`src/rtl/mcp_pkg.sv`:
```
/*
  Constants, types and carriers shared by the metering configuration
  and serial-port lock register bank.
  Assumes one 25 MHz system clock and a synchronous active-high reset.
*/
`default_nettype none

package mcp_pkg;

  ////////////////////////////////////////////////////////////////////////////
  // Access widths and register addresses
  localparam int unsigned DATA_W = 16;
  localparam int unsigned ADDR_W = 16;

  localparam logic [ADDR_W-1:0] ADDR_HARMONIC_CFG = 16'he900;
  localparam logic [ADDR_W-1:0] ADDR_LPOC_LEVEL   = 16'hec00;
  localparam logic [ADDR_W-1:0] ADDR_SEC_CFG      = 16'hec01;

  ////////////////////////////////////////////////////////////////////////////
  // Field positions
  localparam int unsigned PHSEL_LSB   = 8;
  localparam int unsigned PHSEL_MSB   = 9;
  localparam int unsigned HCFG_RSV_LSB = 10;
  localparam int unsigned HCFG_RSV_MSB = 15;
  localparam int unsigned OCL_LSB     = 0;
  localparam int unsigned OCL_MSB     = 2;
  localparam int unsigned LPC_LSB     = 3;
  localparam int unsigned LPC_MSB     = 7;
  localparam int unsigned EXTREF_BIT  = 0;
  localparam int unsigned LOCK_BIT    = 1;
  localparam int unsigned SEC_RSV_LSB = 2;
  localparam int unsigned SEC_RSV_MSB = 7;
  localparam int unsigned REG8_W      = 8;

  ////////////////////////////////////////////////////////////////////////////
  // Reset values and port-select constants
  localparam logic [1:0] PHSEL_RST  = 2'h0;
  localparam logic [2:0] OCL_RST    = 3'h7;
  localparam logic [4:0] LPC_RST    = 5'h00;
  localparam logic       EXTREF_RST = 1'h0;

  localparam logic [1:0] SS_TOGGLES     = 2'h3;
  localparam logic [1:0] SS_TOGGLE_LAST = SS_TOGGLES - 2'h1;
  localparam logic [1:0] SS_CNT_RST     = 2'h0;
  localparam logic       SS_IDLE_LVL    = 1'h1;

  ////////////////////////////////////////////////////////////////////////////
  // Types
  typedef enum logic [1:0] {
    PH_A    = 2'b00,
    PH_B    = 2'b01,
    PH_C    = 2'b10,
    PH_RSVD = 2'b11
  } mcp_phase_t;

  typedef enum logic [1:0] {
    PORT_I2C_OPEN   = 2'b00,
    PORT_SPI_OPEN   = 2'b01,
    PORT_I2C_LOCKED = 2'b10,
    PORT_SPI_LOCKED = 2'b11
  } mcp_port_t;

  typedef struct packed {
    logic              wr;
    logic              rd;
    logic [ADDR_W-1:0] addr;
    logic [DATA_W-1:0] wdata;
  } mcp_req_t;

  typedef struct packed {
    mcp_phase_t time_base_phase_select;
    logic [2:0] overcurrent_threshold_level;
    logic [4:0] low_power_period_count;
    logic       external_reference_select;
  } mcp_cfg_t;

  localparam mcp_cfg_t CFG_RST = '{
    time_base_phase_select:      PH_A,
    overcurrent_threshold_level: OCL_RST,
    low_power_period_count:      LPC_RST,
    external_reference_select:   EXTREF_RST
  };

endpackage

`default_nettype wire

```
`src/rtl/mcp_pin_sync.sv`:
```
/*
  Two-stage synchroniser for an asynchronous pin, with a registered
  falling-edge pulse taken behind the second stage.
  Assumes the pin is quiet for at least two clocks between edges.
*/
`timescale 1ns/1ps
`default_nettype none

module mcp_pin_sync #(
  parameter logic RST_LVL = 1'h1
) (
  input  wire logic i_mclk,    // System clock
  input  wire logic i_sys_rst, // Synchronous reset, high
  input  wire logic i_pin,     // Asynchronous pin
  output var  logic o_level,   // Synchronised level
  output var  logic o_fall     // One-cycle falling-edge pulse
);

  logic meta;
  logic prev;

  ////////////////////////////////////////////////////////////////////////////
  // First stage feeds only the second
  always_ff @(posedge i_mclk)
  begin
    if (i_sys_rst)
    begin
      meta    <= RST_LVL;
      o_level <= RST_LVL;
    end
    else
    begin
      meta    <= i_pin;
      o_level <= meta;
    end
  end

  ////////////////////////////////////////////////////////////////////////////
  // Edge detect on synchronised level only
  always_ff @(posedge i_mclk)
  begin
    if (i_sys_rst)
    begin
      prev   <= RST_LVL;
      o_fall <= 1'h0;
    end
    else
    begin
      prev   <= o_level;
      o_fall <= prev & ~o_level;
    end
  end

endmodule

`default_nettype wire

```
`src/rtl/mcp_field_reg.sv`:
```
/*
  One writable register field with a reset value.
  Assumes the write enable is a single-cycle strobe on the system clock.
*/
`timescale 1ns/1ps
`default_nettype none

module mcp_field_reg #(
  parameter int unsigned            WIDTH   = 1,
  parameter logic [WIDTH-1:0]       RST_VAL = '0
) (
  input  wire logic             i_mclk,    // System clock
  input  wire logic             i_sys_rst, // Synchronous reset, high
  input  wire logic             i_we,      // Write strobe
  input  wire logic [WIDTH-1:0] i_d,       // Write data
  output var  logic [WIDTH-1:0] o_q        // Stored value
);

  always_ff @(posedge i_mclk)
  begin
    if (i_sys_rst)
      o_q <= RST_VAL;
    else if (i_we)
      o_q <= i_d;
  end

endmodule

`default_nettype wire

```
`src/rtl/mcp_regs.sv`:
```
/*
  Configuration register bank of the polyphase meter: time-base phase,
  low-power overcurrent level and period, ADC reference select, and the
  serial-port lock that fixes the host port as I2C or SPI for good.
  Assumes the serial front end hands over decoded register requests on
  the system clock, and that the power-mode code comes from same-clock
  logic. The slave-select pin is asynchronous and is synchronised here.

// Summary of operation
// - Phase select 01 picks phase B, 10 and reserved 11 pick phase C.
// - Phase select sits in bits 9:8, code 00 is phase A, reset 00.
// - Overcurrent level bits 2:0 set threshold at full scale times value/8, reset 111.
// - Period count bits 7:3 give period (value+1)/50 seconds, reset zero.
// - Secondary bit 0 chooses internal reference when 0, external when 1.
// - Unlocked, three slave-select pin toggles switch the device to SPI.
// - After I2C lock, pin toggles are ignored and SPI is never entered.
// - On SPI, any write to the secondary register locks SPI permanently.
// - Locked port choice survives every power-mode change.
// - Harmonic bits 15:10 and secondary bits 7:2 control nothing, reset zero.
*/
`timescale 1ns/1ps
`default_nettype none

module mcp_regs (
  input  wire logic             i_mclk,                 // 25 MHz clock
  input  wire logic             i_sys_rst,              // Synchronous reset
  input  wire mcp_pkg::mcp_req_t i_req,                 // Register request
  input  wire logic             i_slave_select_alt_pin, // Async pin
  input  wire logic [1:0]       i_power_mode_states,    // Power mode code
  output var  mcp_pkg::mcp_cfg_t o_cfg,                 // Configuration
  output var  logic [15:0]      o_rdata,                // Read data
  output var  logic             o_rd_valid,             // Read data pulse
  output var  logic             o_spi_active,           // SPI port chosen
  output var  logic             o_port_locked           // Port choice fixed
);

  ////////////////////////////////////////////////////////////////////////////
  // Declarations
  logic                   wr_hcfg;
  logic                   wr_lpoc;
  logic                   wr_sec;
  logic                   rd_any;
  logic                   lock_wr;
  logic [1:0]             ph_raw;
  logic [2:0]             ocl_q;
  logic [4:0]             lpc_q;
  logic                   ext_q;
  logic                   ss_fall;
  logic [1:0]             tog_cnt;
  logic [1:0]             next_tog_cnt;
  mcp_pkg::mcp_port_t     port_state;
  mcp_pkg::mcp_port_t     next_port_state;
  mcp_pkg::mcp_phase_t    next_phase;
  logic [15:0]            next_rdata;

  ////////////////////////////////////////////////////////////////////////////
  // Address decode
  assign wr_hcfg = i_req.wr && (i_req.addr == mcp_pkg::ADDR_HARMONIC_CFG);
  assign wr_lpoc = i_req.wr && (i_req.addr == mcp_pkg::ADDR_LPOC_LEVEL);
  assign wr_sec  = i_req.wr && (i_req.addr == mcp_pkg::ADDR_SEC_CFG);
  assign rd_any  = i_req.rd;
  assign lock_wr = wr_sec && i_req.wdata[mcp_pkg::LOCK_BIT];

  ////////////////////////////////////////////////////////////////////////////
  // Stored fields; reserved bits have no storage
  mcp_field_reg #(
    .WIDTH   (2),
    .RST_VAL (mcp_pkg::PHSEL_RST)
  ) u_phase (
    .i_mclk    (i_mclk),
    .i_sys_rst (i_sys_rst),
    .i_we      (wr_hcfg),
    .i_d       (i_req.wdata[mcp_pkg::PHSEL_MSB:mcp_pkg::PHSEL_LSB]),
    .o_q       (ph_raw)
  );

  mcp_field_reg #(
    .WIDTH   (3),
    .RST_VAL (mcp_pkg::OCL_RST)
  ) u_ocl (
    .i_mclk    (i_mclk),
    .i_sys_rst (i_sys_rst),
    .i_we      (wr_lpoc),
    .i_d       (i_req.wdata[mcp_pkg::OCL_MSB:mcp_pkg::OCL_LSB]),
    .o_q       (ocl_q)
  );

  mcp_field_reg #(
    .WIDTH   (5),
    .RST_VAL (mcp_pkg::LPC_RST)
  ) u_lpc (
    .i_mclk    (i_mclk),
    .i_sys_rst (i_sys_rst),
    .i_we      (wr_lpoc),
    .i_d       (i_req.wdata[mcp_pkg::LPC_MSB:mcp_pkg::LPC_LSB]),
    .o_q       (lpc_q)
  );

  mcp_field_reg #(
    .WIDTH   (1),
    .RST_VAL (mcp_pkg::EXTREF_RST)
  ) u_ext (
    .i_mclk    (i_mclk),
    .i_sys_rst (i_sys_rst),
    .i_we      (wr_sec),
    .i_d       (i_req.wdata[mcp_pkg::EXTREF_BIT]),
    .o_q       (ext_q)
  );

  ////////////////////////////////////////////////////////////////////////////
  // Slave-select pin, idle high
  mcp_pin_sync #(
    .RST_LVL (mcp_pkg::SS_IDLE_LVL)
  ) u_ss_sync (
    .i_mclk    (i_mclk),
    .i_sys_rst (i_sys_rst),
    .i_pin     (i_slave_select_alt_pin),
    .o_level   (),
    .o_fall    (ss_fall)
  );

  ////////////////////////////////////////////////////////////////////////////
  // Time-base phase decode, reserved code falls back to phase C
  always_comb
  begin
    unique case (mcp_pkg::mcp_phase_t'(ph_raw))
      mcp_pkg::PH_A:    next_phase = mcp_pkg::PH_A;
      mcp_pkg::PH_B:    next_phase = mcp_pkg::PH_B;
      mcp_pkg::PH_C:    next_phase = mcp_pkg::PH_C;
      mcp_pkg::PH_RSVD: next_phase = mcp_pkg::PH_C;
    endcase
  end

  always_ff @(posedge i_mclk)
  begin
    if (i_sys_rst)
      o_cfg <= mcp_pkg::CFG_RST;
    else
    begin
      o_cfg.time_base_phase_select      <= next_phase;
      o_cfg.overcurrent_threshold_level <= ocl_q;
      o_cfg.low_power_period_count      <= lpc_q;
      o_cfg.external_reference_select   <= ext_q;
    end
  end

  ////////////////////////////////////////////////////////////////////////////
  // Serial-port selection and lock
  always_comb
  begin
    next_port_state = port_state;
    next_tog_cnt    = tog_cnt;
    unique case (port_state)
      mcp_pkg::PORT_I2C_OPEN:
      begin
        if (lock_wr)
        begin
          next_port_state = mcp_pkg::PORT_I2C_LOCKED;
          next_tog_cnt    = mcp_pkg::SS_CNT_RST;
        end
        else if (ss_fall && (tog_cnt == mcp_pkg::SS_TOGGLE_LAST))
        begin
          next_port_state = mcp_pkg::PORT_SPI_OPEN;
          next_tog_cnt    = mcp_pkg::SS_CNT_RST;
        end
        else if (ss_fall)
          next_tog_cnt = tog_cnt + 2'h1;
      end
      mcp_pkg::PORT_SPI_OPEN:
      begin
        if (wr_sec)
          next_port_state = mcp_pkg::PORT_SPI_LOCKED;
      end
      mcp_pkg::PORT_I2C_LOCKED:
        next_port_state = mcp_pkg::PORT_I2C_LOCKED;
      mcp_pkg::PORT_SPI_LOCKED:
        next_port_state = mcp_pkg::PORT_SPI_LOCKED;
    endcase
  end

  // Only reset leaves a locked state; power modes do not touch it
  always_ff @(posedge i_mclk)
  begin
    if (i_sys_rst)
    begin
      port_state    <= mcp_pkg::PORT_I2C_OPEN;
      tog_cnt       <= mcp_pkg::SS_CNT_RST;
      o_spi_active  <= 1'h0;
      o_port_locked <= 1'h0;
    end
    else
    begin
      port_state    <= next_port_state;
      tog_cnt       <= next_tog_cnt;
      o_spi_active  <= (next_port_state == mcp_pkg::PORT_SPI_OPEN)
                    || (next_port_state == mcp_pkg::PORT_SPI_LOCKED);
      o_port_locked <= (next_port_state == mcp_pkg::PORT_I2C_LOCKED)
                    || (next_port_state == mcp_pkg::PORT_SPI_LOCKED);
    end
  end

  ////////////////////////////////////////////////////////////////////////////
  // Read mux; reserved and unmapped bits return zero
  always_comb
  begin
    next_rdata = '0;
    if (i_req.addr == mcp_pkg::ADDR_HARMONIC_CFG)
      next_rdata[mcp_pkg::PHSEL_MSB:mcp_pkg::PHSEL_LSB] = ph_raw;
    else if (i_req.addr == mcp_pkg::ADDR_LPOC_LEVEL)
    begin
      next_rdata[mcp_pkg::OCL_MSB:mcp_pkg::OCL_LSB] = ocl_q;
      next_rdata[mcp_pkg::LPC_MSB:mcp_pkg::LPC_LSB] = lpc_q;
    end
    else if (i_req.addr == mcp_pkg::ADDR_SEC_CFG)
    begin
      next_rdata[mcp_pkg::EXTREF_BIT] = ext_q;
      next_rdata[mcp_pkg::LOCK_BIT]   = (port_state == mcp_pkg::PORT_I2C_LOCKED)
                                     || (port_state == mcp_pkg::PORT_SPI_LOCKED);
    end
  end

  always_ff @(posedge i_mclk)
  begin
    if (i_sys_rst)
    begin
      o_rdata    <= '0;
      o_rd_valid <= 1'h0;
    end
    else
    begin
      o_rd_valid <= rd_any;
      if (rd_any)
        o_rdata <= next_rdata;
    end
  end
endmodule

`default_nettype wire

```
`config.mk`:
```
export PLATFORM = sky130hd
export DESIGN_NAME = mcp_regs
export DESIGN_NICKNAME = d
export VERILOG_FILES = /design/src/rtl/mcp_pkg.sv /design/src/rtl/mcp_pin_sync.sv /design/src/rtl/mcp_field_reg.sv /design/src/rtl/mcp_regs.sv
export SDC_FILE = /design/constraint.sdc
export NUM_CORES = 1
export LEC_CHECK = 0
export ABC_AREA = 1
export BUFFER_PORTS_ARGS = -buffer_cell sky130_fd_sc_hd__buf_4
export CAP_MARGIN = 20
export CORE_UTILIZATION = 46
export DETAILED_ROUTE_END_ITERATION = 8
export PLACE_DENSITY = 0.78
export RECOVER_POWER = 100
export SYNTH_ARGS = -nofsm -noshare
export SYNTH_HDL_FRONTEND = slang
export SYNTH_SLANG_ARGS = --single-unit
export TNS_END_PERCENT = 50
```
`constraint.sdc`:
```
create_clock -name i_mclk -period 1.44 [get_ports i_mclk]
set_input_delay 0.288 -clock i_mclk [delete_from_list [all_inputs] [get_ports i_mclk]]
set_output_delay 0.288 -clock i_mclk [all_outputs]
set_load 0.03 [all_outputs]
```
Word level (Yosys, flattened, before mapping)
Cells that the tools add are included.

word-level totals
  bits in registers = 43
  latch bits = 0
  bits in writable memories = 0
  memory bits (read-only) = 0
  input port bits = 39
  output and inout port bits = 30
  logic and storage cells = 60
  memories kept = 0

operators by class
  add/subtract/negate cells = 1
  multiply operators = 0
  divide/modulo/power cells = 0
  order comparisons = 0
  equality and inequality tests = 13
  shift operators = 0
  mux-type cells = 13
  bitwise operators = 2
  reductions and logical operators = 13

operator list
  kind                    number
  $eq A16 B16 Y1 const B  3
  $mux W2                 9
  $eq A2 B2 Y1 const B    7
  $mux W8                 1
  $pmux W2 S4             1
  $eq A2 B1 Y1 const B    3
  $mux W6                 1
  $pmux W2 S3             1
  $logic_and A1 B1 Y1     5
  $logic_not A2 Y1        2
  $logic_or A1 B1 Y1      3
  $reduce_bool A3 Y1      1
  $add A2 B1 Y2 const B   1
  $reduce_and A2 Y1       1
  $reduce_or A2 Y1        1
  $and A1 B1 Y1           1
  $not A1 Y1              1

Longest topological paths before layout
Gate-level depths: netlist (run 1).

  depth in word-level cells = 7
  depth in mapped cells = 9
  depth with buffers taken out = 9

By module
A second synthesis (run 1) with hierarchy kept.

unflattened totals
  cells, all modules = 227
  area total of the unflattened synthesis = 1697.9 um2

modules (own cells, without submodules)
  module                    times used  cells each  area each (um2)  seq. area each (um2)
  mcp_regs                  1           151         1147.4           540.5
  mcp_field_reg at u_lpc    1           32          209.0            100.1
  mcp_pin_sync              1           10          110.1            80.1
  mcp_field_reg at u_ocl    1           14          105.1            60.1
  mcp_field_reg at u_phase  1           13          81.3             40.0
  mcp_field_reg at u_ext    1           7           45.0             20.0

Worst setup path before layout (run 1)
OpenSTA, ideal clock, no wires.

  path kind = input-to-reg
  start point = input i_req[21] in the netlist's numbering
  end point = register u_lpc.o_q[1]
  setup time = 0.117 ns
  data arrival time = 1.083 ns
  required time = 1.323 ns
  slack = 0.240 ns
  stages on the path = 9
  buffers on the path = 1
  path through = nor2_1 -> nand2_1 -> nor2_2 -> nand2_2 -> clkinv_2 -> nand2_2 -> buf_6 -> o21ai_1 -> a21oi_1

between the ends
  word-level cells in the longest chain between the ends = 2

ends and longest elaborated chain
  what                  RTL line             text
  from (decl)           mcp_regs.sv:27       input wire mcp_pkg::mcp_req_t i_req,
  $eq A16 B16 Y1        mcp_regs.sv:59       assign wr_lpoc = i_req.wr && (i_req.addr == mcp_pkg::ADDR_LPOC_LEVEL);
  $logic_and A1 B1 Y1   mcp_regs.sv:59
  to (signal assigned)  mcp_field_reg.sv:24  o_q <= i_d;
  to (decl)             mcp_field_reg.sv:16  output var logic [WIDTH-1:0] o_q

No other way between the ends.
A chain may end at the register's enable or synchronous reset.

Final worst setup path (run 1)
  start point = register o_rdata[3]
  end point = output o_rdata[3]

RTL lines
  what                    RTL line         text
  from (decl)             mcp_regs.sv:31   output var logic [15:0] o_rdata,
  from (signal assigned)  mcp_regs.sv:233  o_rdata <= next_rdata;

No word-level cell between the ends.

==> impl_metrics.tcl, run 1 <==
set metrics [dict create \
    synthesis.area_um2 1580 \
    path_cells "clkbuf_1" \
    cts.sinks 42 \
    drc 0 \
    yosys-top-cells-count "42 x dfxtp_1, 33 x nor2_1, 26 x nand2_1, 22 x inv_1, 20 x a21oi_1" \
    globalRouteOverflowTotal 0 \
    cp.arrival_ns 1.02 \
    fp-row-count 20 \
    critPathBufInv 1 \
    power_density_nw_per_um2 955.7 \
    final_hold_viol_count 0 \
    maxSlewViolCount 0 \
    cpPeakStageDelay_ns 0.36 \
    die_area_um2 3674 \
    clk_pin_slew_worst_paths_ns 0.12 \
    setup.worst_path.start "o_rdata[3]" \
    core-area_um2 3153 \
    fmax_mhz 766.6 \
    place_congestion 0.7202 \
    required_ns 1.15 \
    via_per_inst 4.513 \
    first_iter_violations 66 \
    root_buffer "clkbuf_4" \
    slowest_stage "dfxtp_1" \
    tightest_slew_ns 0.5101 \
    ys_warn_count 0 \
    timing.rr.start "tog_cnt[1]" \
    async_reset_ff_share_pct 0 \
    hold_class "primary input to flop" \
    yosysMostFrequentCell "dfxtp_1" \
    routed_wl_um 3057 \
    synth_top_area_share_pct 53.21 \
    num_vias 1381 \
    rsz0062_at_grt "false" \
    cap_violations 0 \
    synth_area_leaders "dfxtp_1 53%, nor2_1 7.8%, a21oi_1 6.3%, nand2_1 6.2%, inv_1 5.2%" \
    synth_edf_count 0 \
    grt_pass1_vias 1210 \
    final_nets 300 \
    leakage_nw 0.8807 \
    worstSetupPathType "flop to primary output" \
    crit_path_start_kind "flop" \
    synth.distinct_cells 26 \
    drive_above_1_share_pct 22.52 \
    syn_area_per_cell_um2 7.901 \
    status "finished, final reports clean" \
    grt_max_degree 27 \
    endpoint_kind "primary output" \
    insertion_delay_ns 0.35 \
    synth_cells 200 \
    insertedDiodeCount 0 \
    start_util_pct 50.12 \
    htree_levels 2 \
    vdd_drop_max_uv 585.9 \
    cts_hold_buf 0 \
    setup_viol 0 \
    critPathTopFamily "flip-flops" \
    grt_pass1_wl_um 5175 \
    dr.pass1.iters 4 \
    port-buffer-count 54 \
    gr-usage-all-layers_pct 19.60 \
    whs_ns 0.1181 \
    synth_seq_cells 42 \
    ant_nets 0 \
    skew_ns 0.006594 \
    hpwl_um 2248 \
    synth_flop_cell "dfxtp_1" \
    synth_seq_area_share_pct 53.21 \
    finalSetupTns_ns 0 \
    cts_resized 0 \
    period_minus_slack_ns 1.304 \
    wl_per_cell_um 9.990 \
    die_height_um 60.61 \
    critPathMaxFanout 2 \
    antenna_found_initial 0 \
    cts_tree "built" \
    cts_buffers 5 \
    die_x_um 60.61 \
    finalCritPeriodShare_pct 90.58 \
    cts_setup_buffers 0 \
    syn_to_final_growth_pct 25.97 \
    synth_top_cell_by_area "dfxtp_1" \
    clock_path_buffers 2 \
    io_pins 69 \
    max-slew-margin-rel_pct 65.99 \
    min_from "i_slave_select_alt_pin" \
]
==> per-stage QoR <==
stage / util [%] / worst slack [ns] / std cells / instance area, um^2 / total power, mW
floorplan: - / 0.2404 / 205 / 1599 / 1.296
global placement: 64.68 / 0.02800 / 298 / 2039 / 1.370
detailed placement: 64.68 / -0.002429 / 298 / 2039 / 1.372
CTS: 66.55 / 0.2444 / 306 / 2098 / 1.940
global route: 63.13 / 0.07710 / 306 / 1991 / 2.018
finish: 63.13 / 0.1356 / 306 / 1991 / 1.902
==> final timing paths <==
check	endpoint	slack [ns]	cells past startpoint
worst max-delay path	o_rdata[3]	0.14	1
worst min-delay path	u_ss_sync.meta	0.12	2
worst max register to register	tog_cnt[0]	0.25	8
worst min register to register	u_ss_sync.o_fall	0.42	2
==> power breakdown <==
group          switching, mW  internal (mW)
Combinational         0.0908         0.0706
Clock                  0.377          0.190
Sequential           0.00363           1.17
Total                  0.471           1.43
==> logic make-up after synthesis <==
kind of cell,after synthesis,share of synthesized area (%)
AOI/OAI and AO/OA,37,12.43
buffers and inverters,36,10.61
DFF,42,53.21
other,1,0.2373
and+or+nand+nor,84,23.52
==> registers in the layout (all words and copies together), names as in the netlist <==
name	count
u_ext.o_q	1
o_rd_valid	1
u_ocl.o_q	3
port_state	1
u_phase.o_q	2
o_port_locked	1
tog_cnt	2
o_cfg	11
u_ss_sync.o_fall	1
u_lpc.o_q	5
u_ss_sync.prev	1
o_rdata	10
u_ss_sync.meta	1
u_ss_sync.o_level	1
o_spi_active	1
==> final cells by class <==
type / instances / area (um^2)
inverters: 23 / 87.58
clock buffers: 5 / 37.54
repair buffers: 62 / 366.6
flip-flops and latches: 42 / 840.8
multi-input cells: 127 / 581.8
fillers: 310 / 1162
well taps: 44 / 55.05
clock inverters: 3 / 21.27
==> layer usage <==
layer	part of all wire [%]	global-route usage, %
met1	45	23.68
met2	47	31.71
met3	5.5	6.183
met4	2.3	9.416
met5	0	0
==> cell usage in the layout, fill, tap and decap left out, types with 8 or more instances in the layout <==
cell type / instances
dfxtp_1: 42
nor2_1: 34
buf_4: 27
nand2_1: 26
inv_1: 22
clkbuf_1: 21
a21oi_1: 20
o21ai_0: 12
nand3_1: 11
clkbuf_4: 11
clkbuf_2: 8
No activity file was read; power rests on OpenSTA's default activity.
==> run 2: changes to the inputs <==
Settings changed: CORE_ASPECT_RATIO set to 0.75.
==> run 2 against run 1 <==
  * Largest cell class unchanged
  * Die area hardly changed
  * Hold slack better by 0.071 ns
  * Global-route usage is 0.58 points higher
  * Combinational power up 2%
  * First-iteration DRC count up 44%
  * Critical path depth unchanged
  * Clock skew rose by 0.0024 ns
  * Clock power is 58% higher
  * Highest routed layer unchanged
  * Register-to-register slack got worse by 0.05 ns
==> impl_metrics.tcl, run 2 (same netlist as run 1, synthesis figures left out) <==
set metrics [dict create \
    cpPeakStageDelay_ns 0.35 \
    clock_path_buffers 2 \
    cts_buffers 5 \
    insertion_delay_ns 0.28 \
    grt_pass1_vias 1350 \
    fp-row-count 18 \
    cts_setup_buffers 0 \
    hpwl_um 2432 \
    globalRouteOverflowTotal 0 \
    finalCritPeriodShare_pct 86.22 \
    power_density_nw_per_um2 1104 \
    largest_register_ffs 11 \
    endpoint_kind "primary output" \
    path_cells "clkbuf_1" \
    final_nets 299 \
    hold_class "primary input to flop" \
    drc 0 \
    cts.sinks 42 \
    crit_path_start_kind "flop" \
    htree_levels 2 \
    total_power_mw 2.234 \
    status "finished, final reports clean" \
    critPathMaxFanout 3 \
    num_vias 1398 \
    worstSetupPathType "flop to primary output" \
    dp.cells 293 \
    final_cell_mix "42 x dfxtp_1, 34 x nor2_1, 30 x buf_4" \
    drive_above_1_share_pct 19.16 \
    dr.pass1.iters 4 \
    cts_hold_buf 0 \
    antenna_found_initial 0 \
    insertedDiodeCount 0 \
    clk_pin_slew_worst_paths_ns 0.08 \
    period_minus_slack_ns 1.242 \
    cts_resized 0 \
    leakage_nw 0.8859 \
    fmax_mhz 805.4 \
    via_per_inst 4.645 \
    final_common_cell "dfxtp_1" \
    top_regs "o_cfg x11, o_rdata x10, u_lpc.o_q x5" \
    die_height_um 52.76 \
    required_ns 1.15 \
    first_iter_violations 95 \
    whs_ns 0.1893 \
    critPathBufInv 1 \
    ant_nets 0 \
    root_buffer "clkbuf_8" \
    vdd_drop_max_uv 672.4 \
    gr-usage-all-layers_pct 20.18 \
    cp.arrival_ns 0.95 \
    skew_ns 0.008944 \
    setup_viol 0 \
    nFillCells 336 \
    grt_max_degree 27 \
    grt_pass1_wl_um 5816 \
    stdcell_count 301 \
    die_area_um2 3676 \
    syn_to_final_growth_pct 28.03 \
    rsz0062_at_grt "false" \
    io_pins 69 \
    slowest_stage "dfxtp_1" \
    routed_wl_um 3338 \
    cts_tree "built" \
    r2r_slack_ns 0.20 \
    core-area_um2 3288 \
    cap_violations 0 \
    regMostFlops "o_cfg" \
    final_hold_viol_count 0 \
    port-buffer-count 54 \
    place_congestion 0.7584 \
    maxSlewViolCount 0 \
    critPathTopFamily "flip-flops" \
    start_util_pct 48.06 \
    wl_per_cell_um 11.09 \
    die_x_um 69.68 \
]
## run 2: area by class of cell
type	instances	area, um^2	area share [%]
Clock inverter	1	30.03	1.484
Sequential cell	42	840.8	41.56
Inverter	23	87.58	4.329
Multi-Input combinational cell	127	581.8	28.76
Clock buffer	7	76.32	3.772
Timing Repair Buffer	61	356.6	17.63
Tap cell	40	50.05	2.474
## run 2: metrics by stage
stage / setup TNS, ns / cell area [um^2] / setup slack (ns) / utilization [%]
after detailed placement: -0.008771 / 2027 / -0.008771 / 61.64
after CTS: 0 / 2133 / 0.2009 / 64.88
final: 0 / 2023 / 0.1984 / 61.53
after floorplan: 0 / 1599 / 0.2404 / -
after global routing: 0 / 2023 / 0.05883 / 61.53
after global placement: 0 / 2027 / 0.02962 / 61.64
## run 2: per-layer routing
| metal | routed length [um] | GRT usage (%) | vias to the layer above | share of wire [%] |
|---|---|---|---|---|
| met5 | 0 | 0 | - | 0 |
| met1 | 1641 | 25.98 | 617 | 49 |
| li1 | - | - | 739 | - |
| met3 | 193 | 6.731 | 2 | 5.8 |
| met4 | 4 | 3.000 | 0 | 0.12 |
| met2 | 1498 | 33.98 | 40 | 45 |
## run 2: where the power goes
group	switching (mW)	leakage, nW	internal, mW
combinational	0.0926	0.494	0.0726
clock	0.376	0.0524	0.519
sequential	0.00377	0.340	1.17
total	0.473	0.886	1.76
## run 2: path summary, 6_finish.rpt
path                                              from               end  cells past startpoint
worst max-delay path                     o_port_locked     o_port_locked                      1
worst min-delay path            i_slave_select_alt_pin    u_ss_sync.meta                      2
worst max register to register              tog_cnt[1]        tog_cnt[0]                      8
worst min register to register          u_ss_sync.prev  u_ss_sync.o_fall                      2
==> run 3: changes to the inputs <==
Settings changed: ABC_AREA 1 to unset, ABC_CLOCK_PERIOD_IN_PS set to 1440, CORE_UTILIZATION 46 to 47, HOLD_SLACK_MARGIN set to 0.08.
==> run 3 against run 2 <==
  * Utilization grew 3.8 points
  * Critical path depth increased by 4
  * Wire length up 6.1%
  * Largest power group unchanged
  * Non-clock buffer count is 6 higher
  * Highest routed layer unchanged
  * Synthesized area is 9.6% higher
  * Count of clock-buffer cells in the layout unchanged
  * Via count grew 4.4%
  * Synthesized cell count fell by 12%
==> impl_metrics.tcl, run 3 <==
set metrics [dict create \
    status "finished, final reports clean" \
    r2r_slack_ns 0.27 \
    drive_above_1_share_pct 26.67 \
    leakage_nw 0.9037 \
    fp-row-count 18 \
    root_buffer "clkbuf_8" \
    r2r_cells 4 \
    first_iter_violations 143 \
    final_nets 278 \
    skew_ns 0.002083 \
    endpoint_kind "flop" \
    multi_input_area_um2 778.2 \
    clk_pin_slew_worst_paths_ns 0.07 \
    via_per_inst 5.031 \
    dp.cells 282 \
    grt_pass1_wl_um 5796 \
    routed_wl_um 3540 \
    critPathMaxFanout 6 \
    synth_edf_count 0 \
    critPathTopFamily "simple AND/OR/NAND/NOR gates" \
    cts.sinks 42 \
    rsz0062_at_grt "false" \
    slowest_stage "and3_4" \
    nFillCells 324 \
    insertedDiodeCount 0 \
    die_x_um 72.09 \
    die_height_um 54.57 \
    synth_top_area_share_pct 48.55 \
    finalSetupTns_ns 0 \
    syn_area_per_cell_um2 9.839 \
    synth_area_leaders "dfxtp_1 49%, nor2b_1 5.1%, a21oi_1 4.3%, mux2_4 4.3%, nand4_1 4.0%" \
    fin_ws_ns 0.1042 \
    port-buffer-count 54 \
    synthesis.area_um2 1732 \
    synth_top_cell_by_area "dfxtp_1" \
    rr_endpoint "tog_cnt[0]" \
    cp.arrival_ns 1.52 \
    cts_buffers 5 \
    yosysMostFrequentCell "dfxtp_1" \
    top_regs "o_cfg x11, o_rdata x10, u_lpc.o_q x5" \
    largest_register_ffs 11 \
    start_util_pct 50.92 \
    setup_viol 0 \
    design_area_um2 2221 \
    synth_flop_cell "dfxtp_1" \
    ant_nets 0 \
    regMostFlops "o_cfg" \
    stdcell_count 290 \
    timing.rr.start "o_port_locked" \
    dr.pass1.iters 4 \
    final_hold_viol_count 0 \
    hold_class "primary input to flop" \
    worstSetupPathType "primary input to flop" \
    required_ns 1.63 \
    die_area_um2 3934 \
    core-area_um2 3401 \
    final_common_cell "dfxtp_1" \
    syn_to_final_growth_pct 28.25 \
    cts_tree "built" \
    globalRouteOverflowTotal 0 \
    synth.distinct_cells 36 \
    cts_setup_buffers 0 \
    async_reset_ff_share_pct 0 \
    vdd_drop_max_uv 446.0 \
    io_pins 69 \
    crit_end "u_lpc.o_q[3]" \
    finalCritPeriodShare_pct 92.76 \
    synth_seq_cells 42 \
    final_cell_mix "42 x dfxtp_1, 40 x buf_4, 27 x clkbuf_1" \
    synth_seq_area_share_pct 48.55 \
    synth_cells 176 \
    htree_levels 2 \
    crit_path_start_kind "primary input" \
    setup.worst_path.start "i_req[16]" \
    power_density_nw_per_um2 1011 \
    gr-usage-all-layers_pct 20.12 \
    cap_violations 0 \
    path_cells "buf_4 > nand4bb_1 > nor3b_1 > and3_4 > mux2_4" \
    grt_max_degree 45 \
    num_vias 1459 \
    place_area_um2 2211 \
    path_depth 5 \
    whs_ns 0.1757 \
    post-place-ws_ns -0.2164 \
    cts_hold_buf 0 \
    period_minus_slack_ns 1.336 \
    cpPeakStageDelay_ns 0.31 \
    hpwl_um 2493 \
    antenna_found_initial 0 \
    maxSlewViolCount 0 \
    insertion_delay_ns 0.29 \
    drc 0 \
    ys_warn_count 0 \
    fmax_mhz 748.6 \
    critPathBufInv 1 \
    cts_resized 0 \
    yosys-top-cells-count "42 x dfxtp_1, 15 x a21oi_1, 14 x nor2b_1, 11 x nand4_1, 9 x nand2b_1" \
    seq_area_um2 840.8 \
    clock_path_buffers 2 \
    place_congestion 0.7508 \
    wl_per_cell_um 12.21 \
    grt_pass1_vias 1276 \
]
[run 3: changes by cell type in the layout (fill, tap and decap cells not counted), sizes merged, moves of 8 or more]
cell,previous run,this run
buf,30,40
inv,22,7
nand2,28,2
nand2b,0,9
nand3,11,3
nand4,2,11
nor2,35,7
nor2b,0,14
o21ai,14,5
[run 3: through the flow]
stage          power [mW]  utilization [%]
6_report            2.244            65.31
3_5_place_dp        1.376            65.01
4_1_cts             2.275            68.14
2_1_floorplan       1.291                -
5_1_grt             2.332            65.31
3_3_place_gp        1.373            65.01
[run 3: layout make-up]
class                           instances  share of cell area, %
Clock buffer                            7                  3.437
Sequential cell                        42                  37.86
Clock inverter                          1                  1.352
Multi-Input combinational cell        116                  35.04
Tap cell                               50                  2.817
Inverter                                7                  1.183
Timing Repair Buffer                   67                  18.31
[run 3: how the worst min path moves through the flow]
stage                                       from                end  slack [ns]  depth (start not counted)
final                     i_slave_select_alt_pin     u_ss_sync.meta        0.18                          2
after global routing      i_slave_select_alt_pin     u_ss_sync.meta        0.17                          2
after CTS                 i_slave_select_alt_pin     u_ss_sync.meta        0.17                          2
after detailed placement          u_ss_sync.meta  u_ss_sync.o_level        0.39                          1
after global placement            u_ss_sync.meta  u_ss_sync.o_level        0.39                          1
after floorplan                        i_sys_rst           o_cfg[0]        0.37                          1
[run 3: routing by layer]
layer / wire, um / vias to the layer above / global-route usage (%)
li1: - / 724 / -
met5: 0 / - / 0
met1: 1707 / 659 / 26.42
met2: 1500 / 70 / 29.75
met4: 56 / 0 / 9.477
met3: 275 / 6 / 7.182
[run 3: cells by family after synthesis]
family	share of synthesized area, %
buffers and inverters	7.587
other	0.2166
multiplexers	4.985
flip-flops	48.56
AND/OR/NAND/NOR	28.61
AO/OA/AOI/OAI	10.04
[run 3: power breakdown]
group          internal [mW]  switching (mW)
registers               1.17         0.00273
logic                 0.0873          0.0883
clock network          0.518           0.380
total                   1.77           0.471
